==> config.mk <==
export PLATFORM = sky130hd
export DESIGN_NAME = pcm_tdm_frame_multiplexer
export DESIGN_NICKNAME = d
export VERILOG_FILES = /design/src/core/tdm_frame_pkg.sv /design/src/core/sample_fifo.sv /design/src/core/mulaw_encoder.sv /design/src/core/pcm_tdm_frame_multiplexer.sv
export SDC_FILE = /design/constraint.sdc
export NUM_CORES = 1
export LEC_CHECK = 0
export BUFFER_PORTS_ARGS = -buffer_cell sky130_fd_sc_hd__buf_4
export CAP_MARGIN = 40
export CORE_UTILIZATION = 59
export DETAILED_ROUTE_END_ITERATION = 10
export GPL_ROUTABILITY_DRIVEN = 1
export PLACE_DENSITY = 0.85
export SLEW_MARGIN = 30
export SYNTH_ARGS = -nofsm -noshare
export SYNTH_HDL_FRONTEND = slang
export SYNTH_SLANG_ARGS = --single-unit
export TNS_END_PERCENT = 20
==> constraint.sdc <==
create_clock -name clk -period 4.45 [get_ports clk]
set_input_delay 0.89 -clock clk [delete_from_list [all_inputs] [get_ports clk]]
set_output_delay 0.89 -clock clk [all_outputs]
set_load 0.02 [all_outputs]
==> src/core/tdm_frame_pkg.sv <==
package tdm_frame_pkg;
   localparam int CHANNELS       = 24;
   localparam int CODE_BITS      = 8;
   localparam int FRAME_BITS     = CHANNELS * CODE_BITS + 1;
   localparam int CHAN_W         = 5;
   localparam int BIT_W          = 3;
   localparam int SIGN_POS       = 7;
   localparam int CHORD_HI       = 6;
   localparam int CHORD_LO       = 4;
   localparam int STEP_HI        = 3;
   localparam int STEP_LO        = 0;
   localparam int SEGMENTS       = 8;
   localparam int STEPS          = 16;
   localparam int MU             = 255;
   localparam int LIN_W          = 14;
   localparam int BIAS           = 33;
   localparam int SAMPLE_RATE_HZ = 8000;
   localparam int LINE_RATE_HZ   = FRAME_BITS * SAMPLE_RATE_HZ;
   localparam int FIFO_DEPTH     = 32;
   localparam int FIFO_AW        = 5;
   localparam logic [CHAN_W-1:0] CHAN_FIRST = 5'h00;
   localparam logic [CHAN_W-1:0] CHAN_LAST  = 5'h17;
   localparam logic [BIT_W-1:0]  BIT_FIRST  = 3'h7;
   localparam logic [BIT_W-1:0]  BIT_LAST   = 3'h0;
   localparam logic [CODE_BITS-1:0] IDLE_CODE = 8'hFF;
   typedef enum logic [1:0] {
      SEND_FRAMING = 2'b00,
      SEND_CODE    = 2'b01
   } send_e;
endpackage

==> src/core/sample_fifo.sv <==
`timescale 1ns/10ps
module sample_fifo #(
   parameter int WIDTH = 8,
   parameter int DEPTH = 32,
   parameter int AW    = 5
) (
   input  wire logic             clk,      // bit clock
   input  wire logic             rst,      // async reset
   input  wire logic [WIDTH-1:0] inData,   // write data
   input  wire logic             inValid,  // write valid
   output logic                  inReady,  // space available
   output logic      [WIDTH-1:0] outData,  // head word
   output logic                  outValid, // head valid
   input  wire logic             outReady  // head taken
);
   logic [WIDTH-1:0] mem [DEPTH];
   logic [AW-1:0]    wrPtr;
   logic [AW-1:0]    rdPtr;
   logic [AW:0]      count;
   wire              doWrite = inValid && inReady;
   wire              doRead  = outValid && outReady;
   assign inReady  = (count != AW'(0) - 0) ? (count < (AW+1)'(DEPTH)) : 1'b1;
   assign outValid = (count != '0);
   assign outData  = mem[rdPtr];
   always_ff @(posedge clk) begin
      if (doWrite) begin
         mem[wrPtr] <= inData;
      end
   end
   always_ff @(posedge clk or posedge rst) begin
      if (rst) begin
         wrPtr <= '0;
         rdPtr <= '0;
         count <= '0;
      end else begin
         if (doWrite) begin
            wrPtr <= (wrPtr == AW'(DEPTH-1)) ? '0 : AW'(wrPtr + 1'b1);
         end
         if (doRead) begin
            rdPtr <= (rdPtr == AW'(DEPTH-1)) ? '0 : AW'(rdPtr + 1'b1);
         end
         count <= (AW+1)'(count + (AW+1)'(doWrite) - (AW+1)'(doRead));
      end
   end
endmodule

==> src/core/mulaw_encoder.sv <==
`timescale 1ns/10ps
module mulaw_encoder
   import tdm_frame_pkg::*;
(
   input  wire logic                  sign,      // 1 = negative sample
   input  wire logic [LIN_W-1:0]      magnitude, // linear magnitude
   output logic      [CODE_BITS-1:0]  code       // companded codeword
);
   logic [LIN_W:0]     biased;
   logic [2:0]         chord;
   logic [3:0]         step;
   wire  [LIN_W:0]     clipped;
   // saturate so the top segment holds full scale
   assign clipped = ({1'b0, magnitude} + (LIN_W+1)'(BIAS) > 15'h1FFF)
                    ? 15'h1FFF : (LIN_W+1)'({1'b0, magnitude} + (LIN_W+1)'(BIAS));
   always_comb begin
      biased = clipped;
      chord  = 3'h0;
      for (int i = SEGMENTS-1; i >= 1; i--) begin
         if (biased[i+5] && chord == 3'h0) begin
            chord = 3'(i);
         end
      end
      step = biased[chord+1 +: 4];
   end
   // codes are inverted on the line, as usual for this law
   assign code = ~{sign, chord, step};
endmodule

==> src/core/pcm_tdm_frame_multiplexer.sv <==
`timescale 1ns/10ps
module pcm_tdm_frame_multiplexer
   import tdm_frame_pkg::*;
#(
   parameter int CH    = CHANNELS,
   parameter int DEPTH = FIFO_DEPTH
) (
   input  wire logic             clk,          // 1.544 MHz bit clock
   input  wire logic             rst,          // async reset, active high
   input  wire logic             sampleSign,   // sample polarity
   input  wire logic [LIN_W-1:0] sampleMag,    // linear sample magnitude
   input  wire logic             sampleValid,  // sample offered
   output logic                  sampleReady,  // sample accepted
   input  wire logic             framingBit,   // framing pattern bit
   output logic                  lineData,     // serial line data
   output logic                  frameStart,   // high with framing bit
   output logic                  underrun      // slot had no sample
);
   import tdm_frame_pkg::*;

   ////////////////////////////////////////////////////////////////////////
   logic [CODE_BITS-1:0] codeIn;
   logic [CODE_BITS-1:0] codeOut;
   logic                 codeValid;
   logic                 codeTake;

   mulaw_encoder u_enc (
      .sign      (sampleSign),
      .magnitude (sampleMag),
      .code      (codeIn)
   );

   // fifo decouples codec timing from line timing; ready stalls the source
   sample_fifo #(
      .WIDTH (CODE_BITS),
      .DEPTH (DEPTH),
      .AW    (FIFO_AW)
   ) u_fifo (
      .clk      (clk),
      .rst      (rst),
      .inData   (codeIn),
      .inValid  (sampleValid),
      .inReady  (sampleReady),
      .outData  (codeOut),
      .outValid (codeValid),
      .outReady (codeTake)
   );

   ////////////////////////////////////////////////////////////////////////
   send_e                state;
   send_e                next_state;
   logic [CHAN_W-1:0]    chan;
   logic [BIT_W-1:0]     bitIdx;
   logic [CODE_BITS-1:0] shift;
   wire                  lastBit  = (bitIdx == BIT_LAST);
   wire                  lastChan = (chan == CHAN_W'(CH-1));
   wire                  loadCode = (state == SEND_FRAMING) || (lastBit && !lastChan);
   assign codeTake = loadCode && codeValid;

   always_comb begin
      next_state = state;
      unique case (state)
         SEND_FRAMING: next_state = SEND_CODE;
         SEND_CODE:    next_state = (lastBit && lastChan) ? SEND_FRAMING : SEND_CODE;
         // the two spare encodings fall back to a fresh frame
         default:      next_state = SEND_FRAMING;
      endcase
   end

   always_ff @(posedge clk or posedge rst) begin
      if (rst) begin
         state      <= SEND_FRAMING;
         chan       <= CHAN_FIRST;
         bitIdx     <= BIT_FIRST;
         shift      <= '0;
         lineData   <= 1'b0;
         frameStart <= 1'b0;
         underrun   <= 1'b0;
      end else begin
         state      <= next_state;
         frameStart <= (state == SEND_FRAMING);
         if (state == SEND_FRAMING) begin
            lineData <= framingBit;
            chan     <= CHAN_FIRST;
            bitIdx   <= BIT_FIRST;
         end else begin
            lineData <= shift[SIGN_POS];
            bitIdx   <= lastBit ? BIT_FIRST : BIT_W'(bitIdx - 1'b1);
            if (lastBit) begin
               chan <= lastChan ? CHAN_FIRST : CHAN_W'(chan + 1'b1);
            end
         end
         if (loadCode) begin
            // idle code on underrun keeps frame length fixed
            shift    <= codeValid ? codeOut : IDLE_CODE;
            underrun <= !codeValid;
         end else begin
            shift    <= {shift[CODE_BITS-2:0], 1'b0};
            underrun <= 1'b0;
         end
      end
   end
endmodule

* Yosys cells after proc, flatten, opt, wreduce, memory -nomap -nowiden
Memory sizes are Yosys's and may differ from the RTL's.
Cells that the tools add are included.
W data, S select, Z words.
** Cells by class
- $add $sub $neg :: 8
- $lt $le $gt $ge :: 2
- Eq/ne operators :: 4
- Shift-type cells :: 1
- Mux-type cells :: 24
- Bitwise operators :: 1
- Reductions and logical operators :: 24
** Operator list (count)
- $shiftx A15 B33 Y4 :: 1
- $mux W3 :: 9
- $mux W5 :: 5
- $logic_not A3 Y1 :: 7
- $mux W8 :: 2
- $add A14 B6 Y15 const B :: 1
- $add A5 B1 Y5 const B :: 3
- $eq A5 B5 Y1 const B :: 3
- $gt A15 B13 Y1 const B :: 1
- $mux W15 :: 1
- $logic_and A1 B1 Y1 :: 11
- $not A8 Y8 :: 1
- $add A6 B1 Y6 :: 1
- $lt A6 B6 Y1 const B :: 1
- $mux W1 :: 6
- $reduce_bool A6 Y1 :: 1
- $sub A6 B1 Y6 :: 1
- $add A3 B1 Y4 const B :: 1
- $sub A3 B1 Y3 const B :: 1
- $eq A2 B1 Y1 const B :: 1
- $logic_not A1 Y1 :: 2
- $logic_not A2 Y1 :: 1
- $pmux W1 S2 :: 1
- $reduce_bool A2 Y1 :: 1
- $logic_or A1 B1 Y1 :: 1
** Word-level totals
- Register bits :: 37
- Bits in writable memories :: 256
- Bits of input ports :: 19
- Logic and storage cells :: 75
- Memories :: 1
** Memory list
- u_fifo.mem :: depth 32, width 8, read ports 1, clocked after memory_dff 0, write ports 1, RTL line sample_fifo.sv:16 : logic [WIDTH-1:0] mem [DEPTH];

* Longest topological paths before layout
Gate-level depths: netlist (run 1).
- Word-level depth :: 25
- Depth in mapped cells :: 18
- Mapped depth without buffers :: 16

* Modules after synthesis
A second synthesis (run 1) with hierarchy kept.
** Second synthesis, totals
- Cells, all modules :: 806
- Area, all modules :: 12917.4 um^2
** By module, submodules not included
- sample_fifo :: instances 1, cells each 571, area each 10898.0 um^2
- mulaw_encoder :: instances 1, cells each 168, area each 1169.9 um^2
- pcm_tdm_frame_multiplexer :: instances 1, cells each 67, area each 849.6 um^2

* Worst setup path after synthesis (run 1)
Ideal clock, no wire load.
- Path type :: input -> register
- Start :: in sampleMag[0]
- End :: mem u_fifo.mem[0][3] (data pin)
- Data arrival time :: 4074 ps
- Data required time :: 3977 ps
- Slack :: -97 ps
- Stages on the path :: 12
- Cell sequence :: ha_1 -> buf_2 -> a41oi_2 -> buf_2 -> nor3_2 -> a21oi_1 -> a311oi_1 -> o21ai_1 -> buf_6 -> mux2i_1 -> nor2_1 -> o32ai_1
** On the way
- Word-level cells in the longest chain between the ends :: 25
** Ends and longest elaborated chain
- start, declared :: RTL line pcm_tdm_frame_multiplexer.sv:11 : input wire logic [LIN_W-1:0] sampleMag,
- $add A14 B6 Y15 * :: RTL line mulaw_encoder.sv:14, mulaw_encoder.sv:15
- $gt A15 B13 Y1 :: RTL line mulaw_encoder.sv:14 : assign clipped = ({1'b0, magnitude} + (LIN_W+1)'(BIAS) > 15'h1FFF)
- $mux W15 * :: RTL line mulaw_encoder.sv:15 : ? 15'h1FFF : (LIN_W+1)'({1'b0, magnitude} + (LIN_W+1)'(BIAS));
- $mux W3 :: RTL line mulaw_encoder.sv:20 : if (biased[i+5] && chord == 3'h0) begin
- $logic_not A3 Y1 :: RTL line mulaw_encoder.sv:20
- $logic_and A1 B1 Y1 :: RTL line mulaw_encoder.sv:20
- $mux W3 :: RTL line mulaw_encoder.sv:20
- $logic_not A3 Y1 :: RTL line mulaw_encoder.sv:20
- [... 10 more ...]
- $mux W3 :: RTL line mulaw_encoder.sv:20
- $logic_not A3 Y1 :: RTL line mulaw_encoder.sv:20
- $logic_and A1 B1 Y1 :: RTL line mulaw_encoder.sv:20
- $mux W3 :: RTL line mulaw_encoder.sv:20
- $add A3 B1 Y4 :: RTL line mulaw_encoder.sv:24 : step = biased[chord+1 +: 4];
- $shiftx A15 B33 Y4 * :: RTL line mulaw_encoder.sv:24
- $not A8 Y8 * :: RTL line mulaw_encoder.sv:27 : assign code = ~{sign, chord, step};
- named net codeIn[3] :: RTL line pcm_tdm_frame_multiplexer.sv:22 : logic [CODE_BITS-1:0] codeIn;
- end, declared :: RTL line sample_fifo.sv:16
The timed path passes the listed nets; every way through them passes the cells marked *.

* Worst setup path after layout (run 1)
- Start :: in sampleMag[0]
- End :: mem u_fifo.mem[23][1] (data pin)
The elaborated chain is that of the path after synthesis.

==> results.sh, run 1 <==
export IMPL_r2r_setup_slack_ps=1240
export IMPL_maxSlewHeadroom_pct=46.49
export IMPL_clock_latency_ps=540
export IMPL_grt_pass1_wl_um=43410
export IMPL_clk_pin_slew_ps=70
export IMPL_root_buffer="clkbuf_16"
export IMPL_min_period_ps=3757
export IMPL_drc=0
export IMPL_io_pins=23
export IMPL_wl_per_cell_um=26.81
export IMPL_synthToLayoutAreaGrowth_pct=13.46
export IMPL_slowest_delay_ps=490
export IMPL_cts_max_path_buffers=3
export IMPL_synth_seq_area_share_pct=68.58
export IMPL_synth_edf_count=256
export IMPL_rsz0062_at_grt="no"
export IMPL_diodes=0
export IMPL_die_w_um=147.7
export IMPL_path_class="input pin to register"
export IMPL_hpwlAfterDp_um=18290
export IMPL_ctsHoldBuffers=0
export IMPL_critPathLaunchType="input pin"
export IMPL_synthesis_nets=753
export IMPL_grt_start_max_net_pins=40
export IMPL_clkSinkCount=292
export IMPL_final_max_slew_violation_count=0
export IMPL_grt_overflow=0
export IMPL_drt_iter0_markers=859
export IMPL_crit_fanout=32
export IMPL_async_flop_share_pct=12.33
export IMPL_cpMaxStageDelayCell="a41oi_2"
export IMPL_path_buf_inv=4
export IMPL_antenna_found_initial=0
export IMPL_die_h_um=147.7
export IMPL_fin_worst_skew_ps=19.96
export IMPL_avgSynthCellArea_um2=17.57
export IMPL_drt_pass1_iter_count=5
export IMPL_cts_resized=0
export IMPL_timing_fmax_ghz=0.2661
export IMPL_r2r_end="u_fifo.count[4]"
export IMPL_htreeDepth=1
export IMPL_status="finished, final reports clean"
export IMPL_vias=7071
export IMPL_crit_arrival_ps=4080
export IMPL_p_leak_nw=4.624
export IMPL_start_util_pct=61.13
export IMPL_fin_crit_sh_pct=84.44
export IMPL_viasPerCell=6.608
export IMPL_ys_ff_latch=292
export IMPL_place_congestion=0.8618
export IMPL_routed_wl_um=28680
export IMPL_cp_common_cell="buf_4"
export IMPL_post_route_cells_drive_above_1_share_pct=28.38
export IMPL_startpoint="sampleMag[0]"
export IMPL_synth_area_um2=12530
export IMPL_peakVddDrop_uv=310.4
export IMPL_postSynthCellCount=713
export IMPL_timing_rr_start="bitIdx[0]"
export IMPL_critical_path_top_delay_family="compound AO/OA/AOI/OAI gates"
export IMPL_antenna_left=0
export IMPL_yosysWarnings=0
export IMPL_worst_pin_slew_ps=802.7
export IMPL_layout_setup_ws_ps=692.5
export IMPL_reg2reg_depth=17
export IMPL_setup_tns_ps=0
export IMPL_cts_tree="built"
export IMPL_ys_flop_type="edfxtp_1"
export IMPL_rows=52
export IMPL_cts_made_buffers=27
export IMPL_fillers=1190
export IMPL_hold_path_class="input pin to asynchronous set/reset pin"
export IMPL_finalHoldViolations=0
export IMPL_required_ps=4770
export IMPL_groute_usage_overall_pct=27.33
export IMPL_crit_path_end="u_fifo.mem[23][1]"
export IMPL_cp_depth=13
export IMPL_place_ws_ps=180.5
export IMPL_fin_nets=820
export IMPL_path_cells="buf_4 -> ha_1 -> a41oi_2 -> buf_4 -> nor3_1 -> o32ai_1 -> o31ai_1 -> o21ai_4 -> buf_4 -> mux2_4 -> o221ai_2 -> o211a_1 -> buf_4"
export IMPL_fp_dieArea_um2=21820
export IMPL_postCtsSetupRepairBufs=0
export IMPL_setup_viol=0
export IMPL_cap_violations=0
export IMPL_port_buffers=22
export IMPL_synth_cell_types=65
export IMPL_grt_pass1_vias=7220
export IMPL_powerDensity_nw_per_um2=383.2
export IMPL_core_um2=20490
export IMPL_end_kind="register"
==> state kept, by name (all words and copies together), names as in the netlist, 3 cells and up <==
| name | cells |
|---|---|
| shift | 8 |
| u_fifo.mem | 256 |
| u_fifo.wrPtr | 5 |
| u_fifo.rdPtr | 5 |
| u_fifo.count | 6 |
| bitIdx | 3 |
| chan | 5 |
==> worst min path at each step <==
stage          slack [ps]  startpoint               to  cells past startpoint
4_1_cts               370         rst  u_fifo.count[5]                      2
3_3_place_gp          430   bitIdx[0]        bitIdx[0]                      1
5_1_grt               400         rst  u_fifo.count[5]                      2
3_5_place_dp          450   bitIdx[0]        bitIdx[0]                      1
2_1_floorplan         420   bitIdx[0]        bitIdx[0]                      1
6_report              360         rst  u_fifo.count[5]                      2
==> worst reg2reg max path, cell delays in order (launching register included) <==
cell and delay, ps:
dfstp_2 540, inv_1 40, ha_1 190, ha_1 290, a21oi_1 170, buf_4 170
or2_2 200, inv_2 120, ha_1 310, inv_1 50, ha_1 150, inv_1 50
fa_1 400, inv_1 80, a21oi_1 60, nor2_1 80, nor2_1 50, xnor2_1 120
==> area by class of cell <==
| type | count | area (um2) | area share (%) |
|---|---|---|---|
| Sequential cell | 292 | 8598 | 60.49 |
| Clock inverter | 13 | 96.34 | 0.6778 |
| Multi-Input combinational cell | 359 | 3714 | 26.12 |
| Clock buffer | 36 | 783.3 | 5.510 |
| Timing Repair Buffer | 71 | 576.8 | 4.058 |
| Inverter | 29 | 108.9 | 0.7658 |
| Tap cell | 270 | 337.8 | 2.377 |
==> through the flow <==
step | utilization [%] | cells | hold slack [ps] | power [mW] | area (um2)
2_1_floorplan | - | 713 | 421.1 | 3.164 | 12540
3_3_place_gp | 63.64 | 985 | 427.2 | 3.215 | 13040
3_5_place_dp | 64.99 | 1020 | 450.8 | 3.233 | 13320
4_1_cts | 69.28 | 1069 | 366.4 | 5.461 | 14200
5_1_grt | 69.36 | 1070 | 400.5 | 5.584 | 14210
6_report | 69.36 | 1070 | 358.0 | 5.448 | 14210
==> metal layers <==
metal / global-route usage [%] / vias up / routed length (um)
met5: 0 / - / 0
met3: 4.846 / 79 / 2511
met4: 9.742 / 0 / 976
met1: 35.83 / 3578 / 10560
met2: 46.44 / 462 / 14640
li1: - / 2952 / -
==> cell usage in the layout (no fill, tap or decap), types with 3 or more instances in the layout <==
| cell | instances |
|---|---|
| a21oi_1 | 23 |
| and3_1 | 6 |
| buf_4 | 66 |
| clkbuf_1 | 3 |
| clkbuf_16 | 29 |
| clkbuf_8 | 3 |
| clkinv_1 | 3 |
| clkinv_2 | 9 |
| dfrtp_1 | 30 |
| dfstp_2 | 3 |
| edfxtp_1 | 256 |
| ha_1 | 20 |
| inv_1 | 26 |
| mux2_2 | 5 |
| mux2i_1 | 18 |
| mux4_2 | 80 |
| nand2_1 | 35 |
| nand2b_1 | 3 |
| nand3_1 | 13 |
| nand3b_1 | 4 |
| nor2_1 | 57 |
| nor2b_1 | 7 |
| nor3_1 | 9 |
| o21ai_0 | 11 |
| o31ai_1 | 3 |
| or3_1 | 3 |
| xnor2_1 | 9 |
| xor2_1 | 6 |
==> report_power, final <==
| part | internal, mW | switching, mW |
|---|---|---|
| clock | 1.30 | 0.975 |
| combinational | 0.0596 | 0.121 |
| sequential | 3.00 | 0 |
| total | 4.35 | 1.10 |
==> synth_stat cells (3+ instances only) <==
cell / count / area share [%]
nand2b_1: 3 / 0.15
nand2_1: 35 / 1.0
xor2_1: 6 / 0.42
nor3_1: 9 / 0.36
edfxtp_1: 256 / 61
dfstp_2: 3 / 0.63
mux4_2: 80 / 14
a21oi_1: 23 / 0.92
mux2i_1: 18 / 1.4
o21ai_0: 11 / 0.44
ha_1: 20 / 2.0
nand3b_1: 4 / 0.24
and3_1: 6 / 0.30
mux2_2: 5 / 0.45
inv_1: 26 / 0.78
clkbuf_1: 14 / 0.42
o31ai_1: 3 / 0.18
or3_1: 3 / 0.15
dfrtp_1: 33 / 6.6
o21ai_1: 3 / 0.12
nand3_1: 13 / 0.52
nor2_1: 57 / 1.7
nor2b_1: 7 / 0.35
buf_1: 6 / 0.18
xnor2_1: 9 / 0.63
buf_2: 10 / 0.40
==> cells by family after synthesis <==
family / count (synthesis) / share of synthesized area (%)
AND/OR/NAND/NOR: 154 / 5.982
AO/OA/AOI/OAI: 64 / 3.645
flip-flops: 292 / 68.58
buffers and inverters: 62 / 2.077
adder cells (fa/ha/maj): 21 / 2.157
XOR/XNOR: 15 / 1.049
multiplexers: 105 / 16.51
(Power assumes the default switching activity.)
==> run 2: changes to the inputs <==
Settings changed: CORE_UTILIZATION 59 to 56, PLACE_DENSITY 0.85 to 0.84.
Clock period 4.45 ns to 3.3 ns, I/O delays scaled along.
==> run 2 against run 1 <==
- critical path depth up 3
- die area grew 5.3%
- combinational power up 51%
- via count shrank 3.0%
- largest cell class unchanged
==> results.sh, run 2 (same netlist as run 1, synthesis figures left out) <==
export IMPL_fin_worst_skew_ps=11.16
export IMPL_post_route_cells_drive_above_1_share_pct=28.66
export IMPL_core_um2=21890
export IMPL_setup_viol=0
export IMPL_worst_pin_slew_ps=817.2
export IMPL_peakVddDrop_uv=347.2
export IMPL_rsz0062_at_grt="no"
export IMPL_grt_pass1_vias=7037
export IMPL_wl_per_cell_um=25.24
export IMPL_min_period_ps=3120
export IMPL_biggestRegsByFlops="u_fifo.mem: 256 flops, shift: 8 flops, u_fifo.count: 6 flops"
export IMPL_io_pins=23
export IMPL_grt_overflow=0
export IMPL_hold_path_class="input pin to asynchronous set/reset pin"
export IMPL_place_ws_ps=-329.5
export IMPL_clkSinkCount=292
export IMPL_die_h_um=151.6
export IMPL_slowest_delay_ps=530
export IMPL_top_register="u_fifo.mem"
export IMPL_fin_crit_sh_pct=94.55
export IMPL_timing_fmax_ghz=0.3205
export IMPL_postCtsSetupRepairBufs=0
export IMPL_hpwlAfterDp_um=17450
export IMPL_antenna_found_initial=0
export IMPL_die_w_um=151.6
export IMPL_finalPower_mw=7.400
export IMPL_clk_pin_slew_ps=60
export IMPL_path_buf_inv=5
export IMPL_fillers=1393
export IMPL_fp_dieArea_um2=22970
export IMPL_cpMaxStageDelayCell="dfstp_2"
export IMPL_powerDensity_nw_per_um2=516.9
export IMPL_htreeDepth=1
export IMPL_critical_path_top_delay_family="adder cells"
export IMPL_diodes=0
export IMPL_cts_made_buffers=28
export IMPL_rows=54
export IMPL_groute_usage_overall_pct=25.11
export IMPL_crit_arrival_ps=3550
export IMPL_maxSlewHeadroom_pct=45.32
export IMPL_layout_commonest_cell="edfxtp_1"
export IMPL_crit_fanout=10
export IMPL_vias=6856
export IMPL_critPathLaunchType="register"
export IMPL_port_buffers=22
export IMPL_cap_violations=0
export IMPL_start_util_pct=57.23
export IMPL_status="finished, final reports clean"
export IMPL_antenna_left=0
export IMPL_place_congestion=0.8271
export IMPL_drc=0
export IMPL_viasPerCell=6.273
export IMPL_drt_pass1_iter_count=6
export IMPL_cts_max_path_buffers=3
export IMPL_path_cells="inv_1 -> ha_1 -> ha_1 -> a21oi_1 -> or2_2 -> inv_2 -> ha_1 -> inv_1 -> ha_1 -> inv_1 -> fa_1 -> inv_1 -> a21oi_1 -> nor2_1 -> nor2_1 -> xnor2_1"
export IMPL_layout_common_cells="256 x edfxtp_1, 80 x mux4_2, 75 x buf_4, 57 x nor2_1, 35 x nand2_1"
export IMPL_grt_start_max_net_pins=48
export IMPL_timing_rr_start="bitIdx[0]"
export IMPL_end_kind="register"
export IMPL_final_core_util_pct=65.40
export IMPL_path_class="register to register"
export IMPL_cts_tree="built"
export IMPL_startpoint="bitIdx[0]"
export IMPL_routed_wl_um=27580
export IMPL_finalHoldViolations=0
export IMPL_p_leak_nw=4.653
export IMPL_fin_nets=832
export IMPL_required_ps=3730
export IMPL_root_buffer="clkbuf_16"
export IMPL_layout_setup_ws_ps=180.0
export IMPL_clock_latency_ps=540
export IMPL_synthToLayoutAreaGrowth_pct=14.28
export IMPL_final_max_slew_violation_count=0
export IMPL_cts_resized=0
export IMPL_drt_iter0_markers=535
export IMPL_grt_pass1_wl_um=41810
export IMPL_largest_register_ffs=256
export IMPL_ctsHoldBuffers=0
run 2: where the power goes:
group          internal (mW)  leakage [nW]  switching (mW)
Clock                   1.76         0.433            1.33
Combinational         0.0982          1.81           0.173
Sequential              4.04          2.41               0
run 2: cell type report:
| cell class | count | area [um2] | share of cell area (%) |
|---|---|---|---|
| sequential | 292 | 8597 | 60.05 |
| multi-input combinational | 359 | 3706 | 25.88 |
| clock buffer | 34 | 744.5 | 5.200 |
| timing repair buffer | 82 | 676.9 | 4.728 |
| tap | 280 | 350.3 | 2.447 |
| clock inverter | 17 | 133.9 | 0.9351 |
| inverter | 29 | 108.9 | 0.7603 |
run 2: path summary, 6_finish.rpt:
| check | to | slack, ps | cells after the start |
|---|---|---|---|
| min | shift[7] | 200 | 2 |
| min in group clk | lineData | 360 | 2 |
| max reg2reg | u_fifo.count[4] | 180 | 16 |
| max in group asynchronous | u_fifo.rdPtr[1] | 2370 | 3 |
| max | u_fifo.count[4] | 180 | 16 |
| min reg2reg | bitIdx[0] | 450 | 1 |
run 2: metrics by stage:
| step | instance area [um2] | hold WS [ps] | setup TNS [ps] | instances |
|---|---|---|---|---|
| floorplan | 12560 | 421.1 | -1254 | 713 |
| global placement | 13400 | 428.8 | -5944 | 1038 |
| detailed placement | 13410 | 436.3 | -31250 | 1039 |
| CTS | 14290 | 218.2 | 0 | 1090 |
| global route | 14320 | 262.3 | 0 | 1093 |
| finish | 14320 | 202.8 | 0 | 1093 |
run 2: routing by layer:
metal	part of all wire, %	routed length, um	GRT usage [%]
met5	0	0	0
met4	2.7	742	7.574
met2	52	14270	43.15
met3	5.9	1627	3.413
met1	40	10940	33.61
==> run 3: changes to the inputs <==
Settings changed: CORE_ASPECT_RATIO set to 2, CORE_UTILIZATION 56 to 59, PLACE_DENSITY 0.84 to 0.85.
Clock period 3.3 ns to 3.9 ns, I/O delays scaled along.
==> run 3 against run 2 <==
- clock power down 14%
- non-clock buffer count is 28 lower
- global-route usage up 1.5 points
- critical path type is now input pin to register
- critical endpoint is now u_fifo.mem[25][2]
- largest cell class unchanged
- largest power group unchanged
==> results.sh, run 3 (same netlist as run 1, synthesis figures left out) <==
export IMPL_routed_wl_um=27760
export IMPL_place_congestion=0.8319
export IMPL_port_buffers=22
export IMPL_synthToLayoutAreaGrowth_pct=12.27
export IMPL_drt_pass1_iter_count=5
export IMPL_largest_register_ffs=256
export IMPL_antenna_found_initial=1
export IMPL_cts_max_path_buffers=3
export IMPL_cap_violations=0
export IMPL_viasPerCell=6.439
export IMPL_io_pins=23
export IMPL_worst_pin_slew_ps=863.5
export IMPL_wl_per_cell_um=26.49
export IMPL_groute_usage_overall_pct=26.66
export IMPL_die_w_um=105.0
export IMPL_finalHoldViolations=0
export IMPL_grt_overflow=0
export IMPL_start_util_pct=59.87
export IMPL_htreeDepth=1
export IMPL_drt_iter0_markers=632
export IMPL_setup_tns_ps=0
export IMPL_fillers=1281
export IMPL_fin_crit_sh_pct=87.09
export IMPL_fin_worst_skew_ps=11.87
export IMPL_crit_fanout=32
export IMPL_path_cells="buf_4 -> ha_1 -> a41oi_2 -> nor3_2 -> mux2_4 -> o31ai_1 -> o21ai_2 -> mux2i_1 -> mux2i_1 -> a221o_1 -> buf_4"
export IMPL_clock_latency_ps=540
export IMPL_slowest_delay_ps=530
export IMPL_vias=6748
export IMPL_clkSinkCount=292
export IMPL_fin_nets=800
export IMPL_peakVddDrop_uv=364.5
export IMPL_antenna_left=0
export IMPL_root_buffer="clkbuf_16"
export IMPL_drc=0
export IMPL_postCtsSetupRepairBufs=0
export IMPL_post_route_cells_drive_above_1_share_pct=25.32
export IMPL_timing_fmax_ghz=0.2944
export IMPL_grt_start_max_net_pins=38
export IMPL_setup_viol=0
export IMPL_top_register="u_fifo.mem"
export IMPL_required_ps=4150
export IMPL_cts_tree="built"
export IMPL_min_period_ps=3397
export IMPL_placedInstanceArea_um2=13110
export IMPL_die_h_um=208.1
export IMPL_core_um2=20930
export IMPL_p_leak_nw=4.496
export IMPL_layout_commonest_cell="edfxtp_1"
export IMPL_path_class="input pin to register"
export IMPL_hpwlAfterDp_um=18370
export IMPL_end_kind="register"
export IMPL_maxSlewHeadroom_pct=42.22
export IMPL_rsz0062_at_grt="no"
export IMPL_status="finished, final reports clean"
export IMPL_cts_made_buffers=24
export IMPL_stdcell_count=1048
export IMPL_final_max_slew_violation_count=0
export IMPL_clk_pin_slew_ps=70
export IMPL_crit_arrival_ps=3640
export IMPL_ctsHoldBuffers=0
export IMPL_hold_path_class="input pin to asynchronous set/reset pin"
export IMPL_critPathLaunchType="input pin"
export IMPL_grt_pass1_wl_um=42280
export IMPL_cts_resized=0
export IMPL_layout_common_cells="256 x edfxtp_1, 80 x mux4_2, 57 x nor2_1, 41 x buf_4, 35 x nand2_1"
export IMPL_powerDensity_nw_per_um2=447.3
export IMPL_cpMaxStageDelayCell="a41oi_2"
export IMPL_fin_area_um2=14070
export IMPL_grt_pass1_vias=7080
export IMPL_biggestRegsByFlops="u_fifo.mem: 256 flops, shift: 8 flops, u_fifo.count: 6 flops"
export IMPL_fp_dieArea_um2=21860
export IMPL_dp_cells=992
export IMPL_rows=75
export IMPL_finalPower_mw=6.292
==> run 3: worst paths after layout <==
kind                         startpoint                 to  slack (ps)  cells after the start
max                        sampleMag[0]  u_fifo.mem[25][2]         500                     11
min                                 rst            chan[1]         190                      2
max reg2reg                   bitIdx[0]    u_fifo.count[4]         580                     17
min reg2reg                   bitIdx[0]          bitIdx[0]         460                      1
max in group asynchronous           rst          bitIdx[0]        3200                      3
min in group clk              bitIdx[0]          bitIdx[0]         460                      1
==> run 3: per-layer routing <==
layer  part of all wire, %  GRT usage, %
met1                    34         29.70
met2                    54         47.57
met3                   4.6         2.945
met4                   7.6         18.12
met5                     0             0
==> run 3: cell type report <==
cell class	count	area (um2)	share of cell area, %
diodes	1	2.502	0.01779
flip-flops and latches	292	8597	61.12
clock inverters	16	229.0	1.628
clock buffers	28	636.9	4.528
well taps	269	336.6	2.393
inverters	29	108.9	0.7739
repair buffers	54	461.7	3.282
multi-input cells	359	3694	26.26
==> run 3: metrics by stage <==
step | utilization, % | hold slack [ps] | setup WS, ps
5_1_grt | 67.20 | 199.0 | 315.8
6_report | 67.22 | 191.4 | 503.4
4_1_cts | 66.79 | 174.2 | 558.6
3_3_place_gp | 62.51 | 429.8 | 133.2
3_5_place_dp | 62.65 | 442.5 | 5.641
2_1_floorplan | - | 421.1 | -11.00
==> run 3: critical path: cells and delay by family <==
family / cells / cell delay (ps)
AO/OA/AOI/OAI: 4 / 1400
adder cells (fa/ha/maj): 1 / 220
buffers and inverters: 2 / 360
multiplexers: 3 / 730
AND/OR/NAND/NOR: 1 / 140
==> run 3: power by group <==
part           internal, mW  switching (mW)  leakage [nW]
sequential             3.42               0          2.41
combinational        0.0736           0.143          1.67
clock                  1.57            1.09         0.420
